--- src/timer_consts.svh ---
`ifndef TIMER_CONSTS_SVH
`define TIMER_CONSTS_SVH

// Register offsets on the plain register port.
`define OFS_UP_COUNTER 3'h0
`define OFS_PRIMARY 3'h1
`define OFS_SECONDARY 3'h2
`define OFS_MODE_CONTROL 3'h3
`define OFS_PRESCALER_CONFIG 3'h4
`define OFS_CAPTURE_CONTROL 3'h5
`define OFS_STATUS 3'h6

// Reset values.
`define RST_WORD 16'h0000
`define RST_BYTE 8'h00
`define RST_MODE 2'h0

// Field positions.
`define MODE_LSB 0
`define MODE_OUT_EN_BIT 2
`define CCC_PRI_CAPTURE_BIT 0
`define CCC_INV_EDGE_BIT 1
`define PCFG_CLOCK_SEL_LSB 0
`define PCFG_FIRST_EDGE_LSB 4
`define PCFG_SECOND_EDGE_LSB 6
`define PCFG_WRITE_MASK 8'hF3
`define STATUS_OVF_BIT 0

// Operating mode codes.
`define MODE_STOP 2'h0
`define MODE_FREE_RUN 2'h1
`define MODE_CLEAR_ON_MATCH 2'h2
`define MODE_RESTART 2'h3

// Count clock select codes.
`define CLK_SEL_MAIN 2'h0
`define CLK_SEL_DIV4 2'h1
`define CLK_SEL_DIV64 2'h2
`define CLK_SEL_PIN_EDGE 2'h3

// Edge select codes; code 2 is prohibited and detects nothing.
`define EDGE_FALL 2'h0
`define EDGE_RISE 2'h1
`define EDGE_BOTH 2'h3

// Prescaler taps: divide by four, by sixty-four, and by eight for event sampling.
`define PRESC_W 6
`define DIV4_MASK 6'h03
`define DIV8_MASK 6'h07
`define DIV64_MASK 6'h3F
`define COUNT_MAX 16'hFFFF

`endif

--- src/timer_pkg.sv ---
package timer_pkg;

    typedef struct packed {
        logic we;
        logic re;
        logic [2:0] addr;
        logic [15:0] wdata;
    } reg_req_t;

    typedef struct packed {
        logic smp;
        logic lvl;
    } filt_t;

    typedef struct packed {
        logic [15:0] up_counter;
        logic [15:0] primary_compare_capture;
        logic [15:0] secondary_compare_capture;
        logic [2:0] timer_mode_control;
        logic [7:0] prescaler_config;
        logic [1:0] capture_compare_control;
        logic overflow_flag;
        logic [5:0] div;
        filt_t ev_filt;
        filt_t first_filt;
        filt_t second_filt;
        logic tout;
        logic match_irq;
        logic capture_irq;
        logic [15:0] rdata;
    } state_t;

endpackage : timer_pkg
--- src/timer_event_counter.sv ---
`timescale 1ns/1ps
`include "timer_consts.svh"
// Overview of operation
// (RQ1) Interval mode: counter equal to primary clears to zero and raises match request.
// (RQ2) Count clock chosen by two-bit select in prescaler config bits 0 and 1.
// (RQ3) Interval equals compare value plus one count clock periods.
// (RQ4) Compare rewritten below count: counter runs to overflow, wraps; software restarts.
// (RQ5) Clear-on-match modes set overflow only when primary holds FFFFH.
// (RQ6) Event mode: counter increments once per valid first-input edge.
// (RQ7) Event mode: count equal to primary clears counter and raises match request.
// (RQ8) Software programs a nonzero primary before starting event counting.
// (RQ9) First-input edge selected by prescaler config bits 4 and 5.
// (RQ10) Event input sampled at clock over eight, two equal samples confirm.
// (RQ11) Pin used as event input never drives the timer output.
// (RQ12) Software reads the event count from the counter register.
// (RQ13) Capture inputs sampled at count clock, two equal samples confirm.
// (RQ14) Hardware never clears overflow; software clears it after each capture.
// (RQ15) Free-running: first-input edge copies counter to secondary, raises capture request.
// (RQ16) Dual width: second-input edge copies counter to primary, raises match request.
// (RQ17) Both edge selectors accept the both-edges setting in capture modes.
// (RQ18) Supports free-running capture and restart-on-first-edge measurement.
// (RQ19) Software writes capture control, compare, clock select, then mode.
// (RQ20) Two-capture use needs both input pins configured as timer inputs.
// (RQ21) Edge codes: 00 falling, 01 rising, 11 both, 10 detects nothing.
// (RQ22) Clock codes: main, divide by four, divide by sixty-four, filtered pin.
// (RQ23) Software stops the timer before writing prescaler config.
// (RQ24) Capture latches the count of the cycle with the confirming sample.
module timer_event_counter (
    // Clock and reset.
    input wire logic clk,
    input wire logic srst,
    // Register port.
    input timer_pkg::reg_req_t req,
    output logic [15:0] rdata,
    // Timer pins.
    input wire logic first_timer_input,
    input wire logic second_timer_input,
    output logic timer_output_pin,
    output logic timer_output_enable,
    // Requests and flags.
    output logic match_irq,
    output logic capture_irq,
    output logic overflow_flag
);

    timer_pkg::state_t st;
    timer_pkg::state_t next_st;

    logic tick4;
    logic tick8;
    logic tick64;
    logic running;
    logic [1:0] mode;
    logic [1:0] clock_sel;
    logic [1:0] first_edge_sel;
    logic [1:0] second_edge_sel;
    logic ev_edge;
    logic cnt_tick;
    logic first_confirm;
    logic second_confirm;
    logic cap_first;
    logic cap_first_inv;
    logic cap_second;
    logic ovf_set;
    logic ovf_clr;

    // A prohibited edge code matches nothing rather than guessing an edge.
    function automatic logic edge_ok(input logic [1:0] sel, input logic new_lvl);
        case (sel)
            `EDGE_FALL: edge_ok = !new_lvl; // see (RQ21)
            `EDGE_RISE: edge_ok = new_lvl;
            `EDGE_BOTH: edge_ok = 1'b1; // see (RQ17)
            default: edge_ok = 1'b0;
        endcase
    endfunction : edge_ok

    assign mode = st.timer_mode_control[`MODE_LSB +: 2];
    assign clock_sel = st.prescaler_config[`PCFG_CLOCK_SEL_LSB +: 2]; // see (RQ2)
    assign first_edge_sel = st.prescaler_config[`PCFG_FIRST_EDGE_LSB +: 2]; // see (RQ9)
    assign second_edge_sel = st.prescaler_config[`PCFG_SECOND_EDGE_LSB +: 2]; // see (RQ16)
    assign running = (mode != `MODE_STOP);

    assign tick4 = ((st.div & `DIV4_MASK) == `DIV4_MASK);
    assign tick8 = ((st.div & `DIV8_MASK) == `DIV8_MASK);
    assign tick64 = (st.div == `DIV64_MASK);

    // Event input filter at the clock over eight, independent of the count clock.
    assign ev_edge = tick8 && (first_timer_input == st.ev_filt.smp)
        && (first_timer_input != st.ev_filt.lvl)
        && edge_ok(first_edge_sel, first_timer_input); // see (RQ10)

    always_comb begin
        case (clock_sel)
            `CLK_SEL_MAIN: cnt_tick = 1'b1; // see (RQ22)
            `CLK_SEL_DIV4: cnt_tick = tick4;
            `CLK_SEL_DIV64: cnt_tick = tick64;
            default: cnt_tick = ev_edge; // see (RQ6)
        endcase
    end

    // Capture filters sample at the count clock.
    assign first_confirm = cnt_tick && (first_timer_input == st.first_filt.smp)
        && (first_timer_input != st.first_filt.lvl); // see (RQ13)
    assign second_confirm = cnt_tick && (second_timer_input == st.second_filt.smp)
        && (second_timer_input != st.second_filt.lvl);
    assign cap_first = running && first_confirm && edge_ok(first_edge_sel, first_timer_input);
    // The inverse-edge capture is meaningless with both edges selected.
    assign cap_first_inv = running && first_confirm && (mode == `MODE_FREE_RUN)
        && st.capture_compare_control[`CCC_INV_EDGE_BIT] && (first_edge_sel != `EDGE_BOTH)
        && edge_ok(first_edge_sel, !first_timer_input);
    assign cap_second = running && second_confirm && (mode == `MODE_FREE_RUN)
        && st.capture_compare_control[`CCC_PRI_CAPTURE_BIT]
        && edge_ok(second_edge_sel, second_timer_input);

    assign ovf_clr = req.we && (req.addr == `OFS_STATUS) && req.wdata[`STATUS_OVF_BIT];

    always_comb begin
        next_st = st;
        ovf_set = 1'b0;
        next_st.div = st.div + 6'h01;
        next_st.match_irq = 1'b0;
        next_st.capture_irq = 1'b0;
        next_st.rdata = `RST_WORD;

        if (req.re) begin
            case (req.addr)
                `OFS_UP_COUNTER: next_st.rdata = st.up_counter; // see (RQ12)
                `OFS_PRIMARY: next_st.rdata = st.primary_compare_capture;
                `OFS_SECONDARY: next_st.rdata = st.secondary_compare_capture;
                `OFS_MODE_CONTROL: next_st.rdata = {13'h0000, st.timer_mode_control};
                `OFS_PRESCALER_CONFIG: next_st.rdata = {8'h00, st.prescaler_config};
                `OFS_CAPTURE_CONTROL: next_st.rdata = {14'h0000, st.capture_compare_control};
                `OFS_STATUS: next_st.rdata = {15'h0000, st.overflow_flag};
                default: next_st.rdata = `RST_WORD;
            endcase
        end

        if (req.we) begin
            case (req.addr)
                `OFS_PRIMARY: next_st.primary_compare_capture = req.wdata;
                `OFS_SECONDARY: next_st.secondary_compare_capture = req.wdata;
                `OFS_MODE_CONTROL: next_st.timer_mode_control = req.wdata[2:0];
                `OFS_PRESCALER_CONFIG: begin
                    next_st.prescaler_config = req.wdata[7:0] & `PCFG_WRITE_MASK;
                end
                `OFS_CAPTURE_CONTROL: next_st.capture_compare_control = req.wdata[1:0];
                default: begin
                end
            endcase
        end

        // Stopped filters follow the pin so a level held high is no edge on restart.
        if (!running) begin
            next_st.up_counter = `RST_WORD;
            next_st.ev_filt = '{smp: first_timer_input, lvl: first_timer_input};
            next_st.first_filt = '{smp: first_timer_input, lvl: first_timer_input};
            next_st.second_filt = '{smp: second_timer_input, lvl: second_timer_input};
        end else begin
            if (tick8) begin
                next_st.ev_filt.smp = first_timer_input;
                if (first_timer_input == st.ev_filt.smp) begin
                    next_st.ev_filt.lvl = first_timer_input;
                end
            end
            if (cnt_tick) begin
                next_st.first_filt.smp = first_timer_input;
                next_st.second_filt.smp = second_timer_input;
                if (first_confirm) begin
                    next_st.first_filt.lvl = first_timer_input;
                end
                if (second_confirm) begin
                    next_st.second_filt.lvl = second_timer_input;
                end
            end

            case (mode)
                `MODE_CLEAR_ON_MATCH: begin
                    if (cnt_tick) begin
                        // A compare below the count is passed, so the count wraps at FFFFH.
                        if (st.up_counter == st.primary_compare_capture) begin
                            next_st.up_counter = `RST_WORD; // see (RQ1) (RQ7) (RQ3)
                            next_st.match_irq = 1'b1;
                            next_st.tout = !st.tout;
                            ovf_set = (st.primary_compare_capture == `COUNT_MAX); // see (RQ5)
                        end else begin
                            next_st.up_counter = st.up_counter + 16'h0001; // see (RQ4)
                        end
                    end
                end
                `MODE_FREE_RUN: begin
                    if (cnt_tick) begin
                        next_st.up_counter = st.up_counter + 16'h0001;
                        ovf_set = (st.up_counter == `COUNT_MAX);
                    end
                    if (cap_first) begin
                        next_st.secondary_compare_capture = st.up_counter; // see (RQ15) (RQ24)
                        next_st.capture_irq = 1'b1;
                    end
                    if (cap_second || cap_first_inv) begin
                        next_st.primary_compare_capture = st.up_counter; // see (RQ16)
                        next_st.match_irq = 1'b1;
                    end
                end
                `MODE_RESTART: begin
                    if (cap_first) begin
                        next_st.secondary_compare_capture = st.up_counter; // see (RQ18)
                        next_st.capture_irq = 1'b1;
                        next_st.up_counter = `RST_WORD;
                    end else if (cnt_tick) begin
                        next_st.up_counter = st.up_counter + 16'h0001;
                        ovf_set = (st.up_counter == `COUNT_MAX);
                    end
                end
                default: begin
                end
            endcase
        end

        // Only software clears overflow, and a new overflow wins over that clear.
        next_st.overflow_flag = (st.overflow_flag && !ovf_clr) || ovf_set; // see (RQ14)

        if (srst) begin
            next_st = '0;
        end
    end

    always_ff @(posedge clk) begin
        st <= next_st;
    end

    assign rdata = st.rdata;
    assign match_irq = st.match_irq;
    assign capture_irq = st.capture_irq;
    assign overflow_flag = st.overflow_flag;
    // The shared pin is never driven while it counts events.
    assign timer_output_enable = st.timer_mode_control[`MODE_OUT_EN_BIT]
        && (clock_sel != `CLK_SEL_PIN_EDGE); // see (RQ11)
    assign timer_output_pin = timer_output_enable && st.tout;
endmodule : timer_event_counter

--- config.mk ---
export PLATFORM = sky130hd
export DESIGN_NAME = timer_event_counter
export DESIGN_NICKNAME = d
export VERILOG_FILES = /design/src/timer_pkg.sv /design/src/timer_event_counter.sv
export VERILOG_INCLUDE_DIRS = /design/src
export SDC_FILE = /design/constraint.sdc
export NUM_CORES = 1
export LEC_CHECK = 0
export BUFFER_PORTS_ARGS = -buffer_cell sky130_fd_sc_hd__buf_4
export CORE_MARGIN = 1
export CORE_UTILIZATION = 45
export CTS_CLUSTER_DIAMETER = 30
export DETAILED_ROUTE_END_ITERATION = 7
export PLACE_DENSITY = 0.69
export SYNTH_ARGS = -nofsm -noshare
export SYNTH_HDL_FRONTEND = slang
export SYNTH_SLANG_ARGS = --single-unit
--- constraint.sdc ---
create_clock -name clk -period 2.9 [get_ports clk]
set_input_delay 0 -clock clk [delete_from_list [all_inputs] [get_ports clk]]
set_output_delay 0 -clock clk [all_outputs]
set_load 0.02 [all_outputs]
==> impl_metrics.tcl, run 1 <==
set metrics [dict create \
    outcome "finished clean" \
    critPathKind "reg2reg" \
    slew_headroom_pct 48.5 \
    grt_overflow 0 \
    avgViaCountPerCell 5.75 \
    hold_depth 3 \
    min_path_type "in2reg" \
    finalCritPeriodShare_pct 81.1 \
    finalSetupTns_ns 0 \
    coreArea_mm2 0.0109 \
    clk_pin_slew_ns 0.09 \
    cts_buffers 9 \
    synth.distinct_cells 62 \
    regToRegStartpoint "mode[1]$_SDFFE_PP0P_" \
    ys_async_sr_fraction_pct 0 \
    cts_tree "yes" \
    rows 38 \
    worstMarginPinSlew_ns 0.773 \
    dp_hpwl_um 8680 \
    drtIter0Drc 250 \
    syn_inst 564 \
    fin_cells 734 \
    avgSynthCellArea_um2 8.93 \
    fillerInstances 1001 \
    routed_wl_um 12500 \
    chipWidth_um 108 \
    place_ws_ns 0.648 \
    antenna_cells 0 \
    worstSkewPairLatency_ns 0.36 \
    cts_setup_buffers 0 \
    reg2regPathDepth 8 \
    r2r_end "st[85]$_SDFFE_PP0P_" \
    power_density_mw_per_mm2 428 \
    syn-cell-area_mm2 0.00504 \
    grt_pass1_vias 4057 \
    ant_nets 0 \
    gp_congestion 0.846 \
    synth_edf_count 0 \
    die_area_mm2 0.0116 \
    crit_path_end_kind "flip-flop" \
    portBuffers 45 \
    rsz0062_at_grt "false" \
    grt_usage_pct 22.4 \
    worst_slack_ns 0.548 \
    clock_skew_ns 0.0105 \
    via_count 4217 \
    grt_pass1_wl_um 20300 \
    syn_nets 596 \
    drc_errors 0 \
    clockRootBuffer "clkbuf_8" \
    htree_num_levels 3 \
    ir_drop_mv 0.235 \
    yosys_warnings 0 \
    post-route-util_pct 51.9 \
    crit_path_max_fanout 13 \
    antenna_found_initial 0 \
    die_h_um 108 \
    ys_ff_latch 91 \
    dr.pass1.iters 5 \
    whs_endpoint "st[71]$_SDFF_PP0_" \
    cts.sinks 91 \
    finalMaxSlewViolations 0 \
    synth_ff_type "dfxtp_1" \
    finalSetupViolCount 0 \
    regToRegSetupSlack_ns 0.55 \
    holdCritStartpoint "req[10]" \
    drive_above_1_share_pct 17.8 \
    routedWlPerCell_um 17.1 \
    fin_crit_ns 2.35 \
    worstPathArrival_ns 2.59 \
    seq_area_frac_synth_pct 36.2 \
    multi_input_area_mm2 0.00287 \
    dp_cells 705 \
    final_nets 622 \
    initial_utilization_pct 46.3 \
    p_leak_nw 2.12 \
    clockBufferDepth 2 \
    critPathRequiredTime_ns 3.13 \
    drv_cap 0 \
    max_freq_mhz 425 \
    start_kind "flip-flop" \
    ioPinCount 46 \
    cts-resized-gates 0 \
    grt_max_degree 62 \
    ff_latch_area_mm2 0.00182 \
    area_growth_pct 12.3 \
    hold_viol_final 0 \
]
==> critical path, stage by stage, from the launching register on <==
cell and delay (ns):
dfxtp_1 0.43, inv_1 0.09, ha_1 0.27, or3_1 0.46, a31oi_1 0.21, buf_4 0.23
nor2_1 0.16, a41oi_1 0.26, mux2i_1 0.12
==> cell usage after synthesis (3+ instances only) <==
master,instances,share of area (%)
a211oi_1,16,2.4
a211oi_2,16,4.0
a21oi_1,26,2.6
a31oi_1,9,1.1
a41oi_1,5,0.87
and2_1,6,0.75
and3_1,9,1.1
and3b_1,3,0.52
buf_1,3,0.22
buf_2,16,1.6
buf_4,20,3.0
clkbuf_1,17,1.3
dfxtp_1,91,36
ha_1,7,1.7
inv_1,5,0.37
mux2i_1,63,13
nand2_1,25,1.9
nand2b_1,4,0.50
nand3_1,19,1.9
nand3b_1,5,0.75
nand4_1,15,1.9
nor2_1,90,6.7
nor2b_1,9,1.1
nor3_1,5,0.50
o21ai_0,5,0.50
o21ai_1,8,0.80
xnor2_1,18,3.1
xor2_1,6,1.0
==> metrics by stage <==
| step | power [mW] | cell area (um2) | hold slack [ns] |
|---|---|---|---|
| finish | 2.42 | 5660 | 0.0118 |
| global placement | 1.55 | 5330 | 0.271 |
| global route | 2.52 | 5660 | 0.000335 |
| CTS | 2.43 | 5660 | 0.000462 |
| floorplan | 1.48 | 5040 | 0.144 |
| detailed placement | 1.56 | 5330 | 0.280 |
==> layout make-up <==
cell class              instances  area share (%)
multi-input cells             410            50.7
clock buffers                   9            2.19
flip-flops and latches         91            32.2
well taps                     140            3.10
clock inverters                 6            1.15
inverters                       5           0.332
repair buffers                 73            10.3
==> placed cells by master, fill, tap and decap left out, types with 3 or more instances in the layout <==
master	n
nor3_1	5
dfxtp_1	91
xor2_1	6
nand2b_1	4
clkbuf_8	9
a211oi_2	16
dlygate4sd3_1	14
and3_1	9
nand3_1	19
a31oi_1	9
nand2_1	25
o21ai_0	5
inv_1	5
nor2b_1	9
a21oi_1	26
a211oi_1	16
nand3b_1	5
and3b_1	3
o21ai_1	8
nor2_1	90
ha_1	7
a41oi_1	5
and2_1	6
xnor2_1	18
nand4_1	15
buf_4	59
mux2i_1	63
==> registers in the layout, indices dropped and copies added, names as in the netlist <==
| name | flops |
|---|---|
| st | 64 |
| second_edge_sel | 2 |
| clock_sel | 2 |
| overflow_flag | 1 |
| first_edge_sel | 2 |
| capture_irq | 1 |
| mode | 2 |
| match_irq | 1 |
| rdata | 16 |
==> timing repair <==
item	CTS	global route
endpoints found under the hold margin	20	0
hold buffers	14	0
setup endpoints to repair	0	0
==> kinds of logic after synthesis <==
group / share of synthesized area (%)
and+or+nand+nor: 20.5
AOI/OAI and AO/OA: 16.9
DFF: 36.2
muxes: 13.6
buffers and inverters: 6.88
xor gates and xnor gates: 4.17
adders and majority gates: 1.74
==> report_power, final <==
group / internal, mW / switching (mW) / total [mW]
registers: 1.27 / 0.0244 / 1.30
logic: 0.107 / 0.143 / 0.250
clock network: 0.398 / 0.478 / 0.875
==> layer usage <==
layer / vias up / share of wire [%] / track usage, %
met3: 18 / 5.8 / 4.30
met5: - / 0 / 0
met2: 116 / 48 / 37.0
met1: 2025 / 45 / 28.9
li1: 2058 / - / -
met4: 0 / 1.6 / 7.93
==> worst max path at each step <==
| stage | start | endpoint | cells after the start |
|---|---|---|---|
| after floorplan | st[25]$_SDFF_PP0_ | st[51]$_SDFF_PP0_ | 9 |
| after global placement | st[25]$_SDFF_PP0_ | st[59]$_SDFF_PP0_ | 9 |
| after detailed placement | st[25]$_SDFF_PP0_ | st[56]$_SDFF_PP0_ | 9 |
| after CTS | mode[1]$_SDFFE_PP0P_ | st[85]$_SDFFE_PP0P_ | 8 |
| after global routing | st[25]$_SDFF_PP0_ | st[76]$_SDFF_PP0_ | 9 |
| final | mode[1]$_SDFFE_PP0P_ | st[85]$_SDFFE_PP0P_ | 8 |
Note: power is estimated with default switching activity, not from simulation.
==> inputs of run 2 (changes only) <==
--- a/config.mk
+++ b/config.mk
@@ -11,7 +11,7 @@
 export CORE_UTILIZATION = 45
 export CTS_CLUSTER_DIAMETER = 30
 export DETAILED_ROUTE_END_ITERATION = 7
-export PLACE_DENSITY = 0.69
+export PLACE_DENSITY = 0.72
 export SYNTH_ARGS = -nofsm -noshare
 export SYNTH_HDL_FRONTEND = slang
 export SYNTH_SLANG_ARGS = --single-unit
==> constraint.sdc (replaced) <==
create_clock -name clk -period 2 [get_ports clk]
set_input_delay 0 -clock clk [delete_from_list [all_inputs] [get_ports clk]]
set_output_delay 0 -clock clk [all_outputs]
set_load 0.02 [all_outputs]
==> impl_metrics.tcl, run 2 (synthesis results as in run 1) <==
set metrics [dict create \
    dp_hpwl_um 9340 \
    grt_max_degree 43 \
    antenna_cells 0 \
    finalMaxSlewViolations 0 \
    routedWlPerCell_um 17.4 \
    clockBufferDepth 2 \
    largest-register "st" \
    r2r_end "st[83]$_SDFFE_PP0P_" \
    max_freq_mhz 499 \
    violations "negative setup slack" \
    crit_buf_inv 2 \
    outcome "complete, but fails checks" \
    grt_overflow 0 \
    hold_depth 3 \
    regToRegStartpoint "st[25]$_SDFF_PP0_" \
    drc_errors 0 \
    worstMarginPinSlew_ns 0.499 \
    min_path_type "in2reg" \
    final_nets 661 \
    grt_pass1_vias 4122 \
    fin_cells 774 \
    cpMaxStageDelayCell "dfxtp_2" \
    fin_crit_ns 2.01 \
    cp_slowest_stage_delay_ns 0.36 \
    rsz0062_at_grt "true" \
    avgViaCountPerCell 5.79 \
    critPathRequiredTime_ns 2.26 \
    wl_met2_um 6500 \
    gp_congestion 0.905 \
    die_area_mm2 0.0116 \
    rows 38 \
    path_delay_family "compound AO/OA/AOI/OAI gates" \
    antenna_found_initial 0 \
    htree_num_levels 3 \
    ant_nets 0 \
    ff_latch_area_mm2 0.00183 \
    whs_endpoint "st[76]$_SDFF_PP0_" \
    coreArea_mm2 0.0109 \
    slew_headroom_pct 66.5 \
    start_kind "flip-flop" \
    drt-met1-wl_um 5950 \
    cts_buffers 9 \
    die_h_um 108 \
    cts_tree "yes" \
    power_frac_comb_pct 12.5 \
    ir_drop_mv 0.308 \
    clock_skew_ns 0.00721 \
    power_frac_clock_pct 35.2 \
    crit_path_end_kind "flip-flop" \
    worst_slack_ns -0.00535 \
    dr.pass1.iters 7 \
    reg2regPathDepth 10 \
    p_int_mw 2.64 \
    p_sw_share_pct 26.6 \
    worstSkewPairLatency_ns 0.37 \
    finalSetupViolCount 1 \
    via_count 4478 \
    finalCritPeriodShare_pct 100 \
    top_layer "met4" \
    p_leak_nw 2.36 \
    fin_area_mm2 0.00623 \
    dp_cells 736 \
    drv_cap 0 \
    layout_commonest_cell "buf_4" \
    largest_register_ffs 64 \
    critPathKind "reg2reg" \
    portBuffers 45 \
    power_density_mw_per_mm2 577 \
    multi_input_area_mm2 0.00306 \
    initial_utilization_pct 46.3 \
    power_switching_mw 0.956 \
    final_cell_mix "buf_4 (87), dfxtp_1 (85), nor2_1 (72)" \
    wl_met3_um 754 \
    holdCritStartpoint "req[15]" \
    ioPinCount 46 \
    path_cells "ha_4 -> ha_4 -> and3_4 -> o21ai_4 -> a221oi_4 -> buf_6 -> a22oi_4 -> buf_6 -> a41oi_2 -> mux2i_1" \
    drive_above_1_share_pct 28.7 \
    area_growth_pct 23.7 \
    chipWidth_um 108 \
    grt_usage_pct 23.8 \
    cts.sinks 91 \
    post-route-util_pct 57.2 \
    worstPathArrival_ns 2.27 \
    seqPwrFrac_pct 52.3 \
    drtIter0Drc 400 \
    clockRootBuffer "clkbuf_8" \
    grt_pass1_wl_um 21400 \
    fin_total_pwr_mw 3.59 \
    crit_path_max_fanout 4 \
    clk_pin_slew_ns 0.09 \
    regToRegSetupSlack_ns -0.005 \
    routed_wl_um 13500 \
    dpl-instance-area_mm2 0.00562 \
    finalSetupTns_ns -0.00535 \
    fillerInstances 939 \
    hold_viol_final 0 \
]
run 2: worst max-delay path by stage:
| stage | start | endpoint | depth (start not counted) |
|---|---|---|---|
| 4_1_cts | mode[0]$_SDFFE_PP0P_ | st[81]$_SDFFE_PP0P_ | 7 |
| 3_5_place_dp | st[26]$_SDFF_PP0_ | st[83]$_SDFFE_PP0P_ | 9 |
| 5_1_grt | st[25]$_SDFF_PP0_ | st[83]$_SDFFE_PP0P_ | 10 |
| 6_report | st[25]$_SDFF_PP0_ | st[83]$_SDFFE_PP0P_ | 10 |
| 2_1_floorplan | mode[1]$_SDFFE_PP0P_ | st[83]$_SDFFE_PP0P_ | 7 |
| 3_3_place_gp | st[26]$_SDFF_PP0_ | st[85]$_SDFFE_PP0P_ | 9 |
run 2: tightest hold or removal path, stage by stage:
cell and delay, ns:
buf_4 0.13, mux2i_1 0.13, a211oi_1 0.08
run 2: per-stage QoR:
stage	setup slack, ns	hold slack, ns
2_1_floorplan	0.0186	0.144
3_3_place_gp	-0.0145	0.264
3_5_place_dp	-0.0974	0.273
4_1_cts	-0.0141	0.00688
5_1_grt	-0.0526	0.0122
6_report	-0.00535	0.0124
run 2: layout make-up:
cell class                      instances  area share [%]
Multi-Input combinational cell        410            49.0
Sequential cell                        91            29.4
Timing Repair Buffer                  112            15.3
Tap cell                              140            2.81
Clock buffer                           10            2.05
Clock inverter                          6            1.04
Inverter                                5           0.301
run 2: power groups by stage:
stage                     logic [mW]  clock network (mW)  registers [mW]
after floorplan                0.237                   0            1.91
after global placement         0.362                   0            1.92
after detailed placement       0.370                   0            1.92
after CTS                      0.428                1.28            1.88
after global routing           0.481                1.37            1.88
final                          0.447                1.27            1.88
run 2: what timing repair did:
item                       CTS  global route
pin swaps                    3             9
setup endpoints to repair   26            48
cloned                       0             1
hold buffers                15             0
hold endpoints to repair    27             0
buffers inserted             4             2
gates resized for setup     11            40
run 2: routing by layer:
layer,vias to the layer above,track usage (%)
met5,-,0
met2,148,39.4
met3,22,4.30
met1,2177,31.3
li1,2131,-
met4,0,7.14
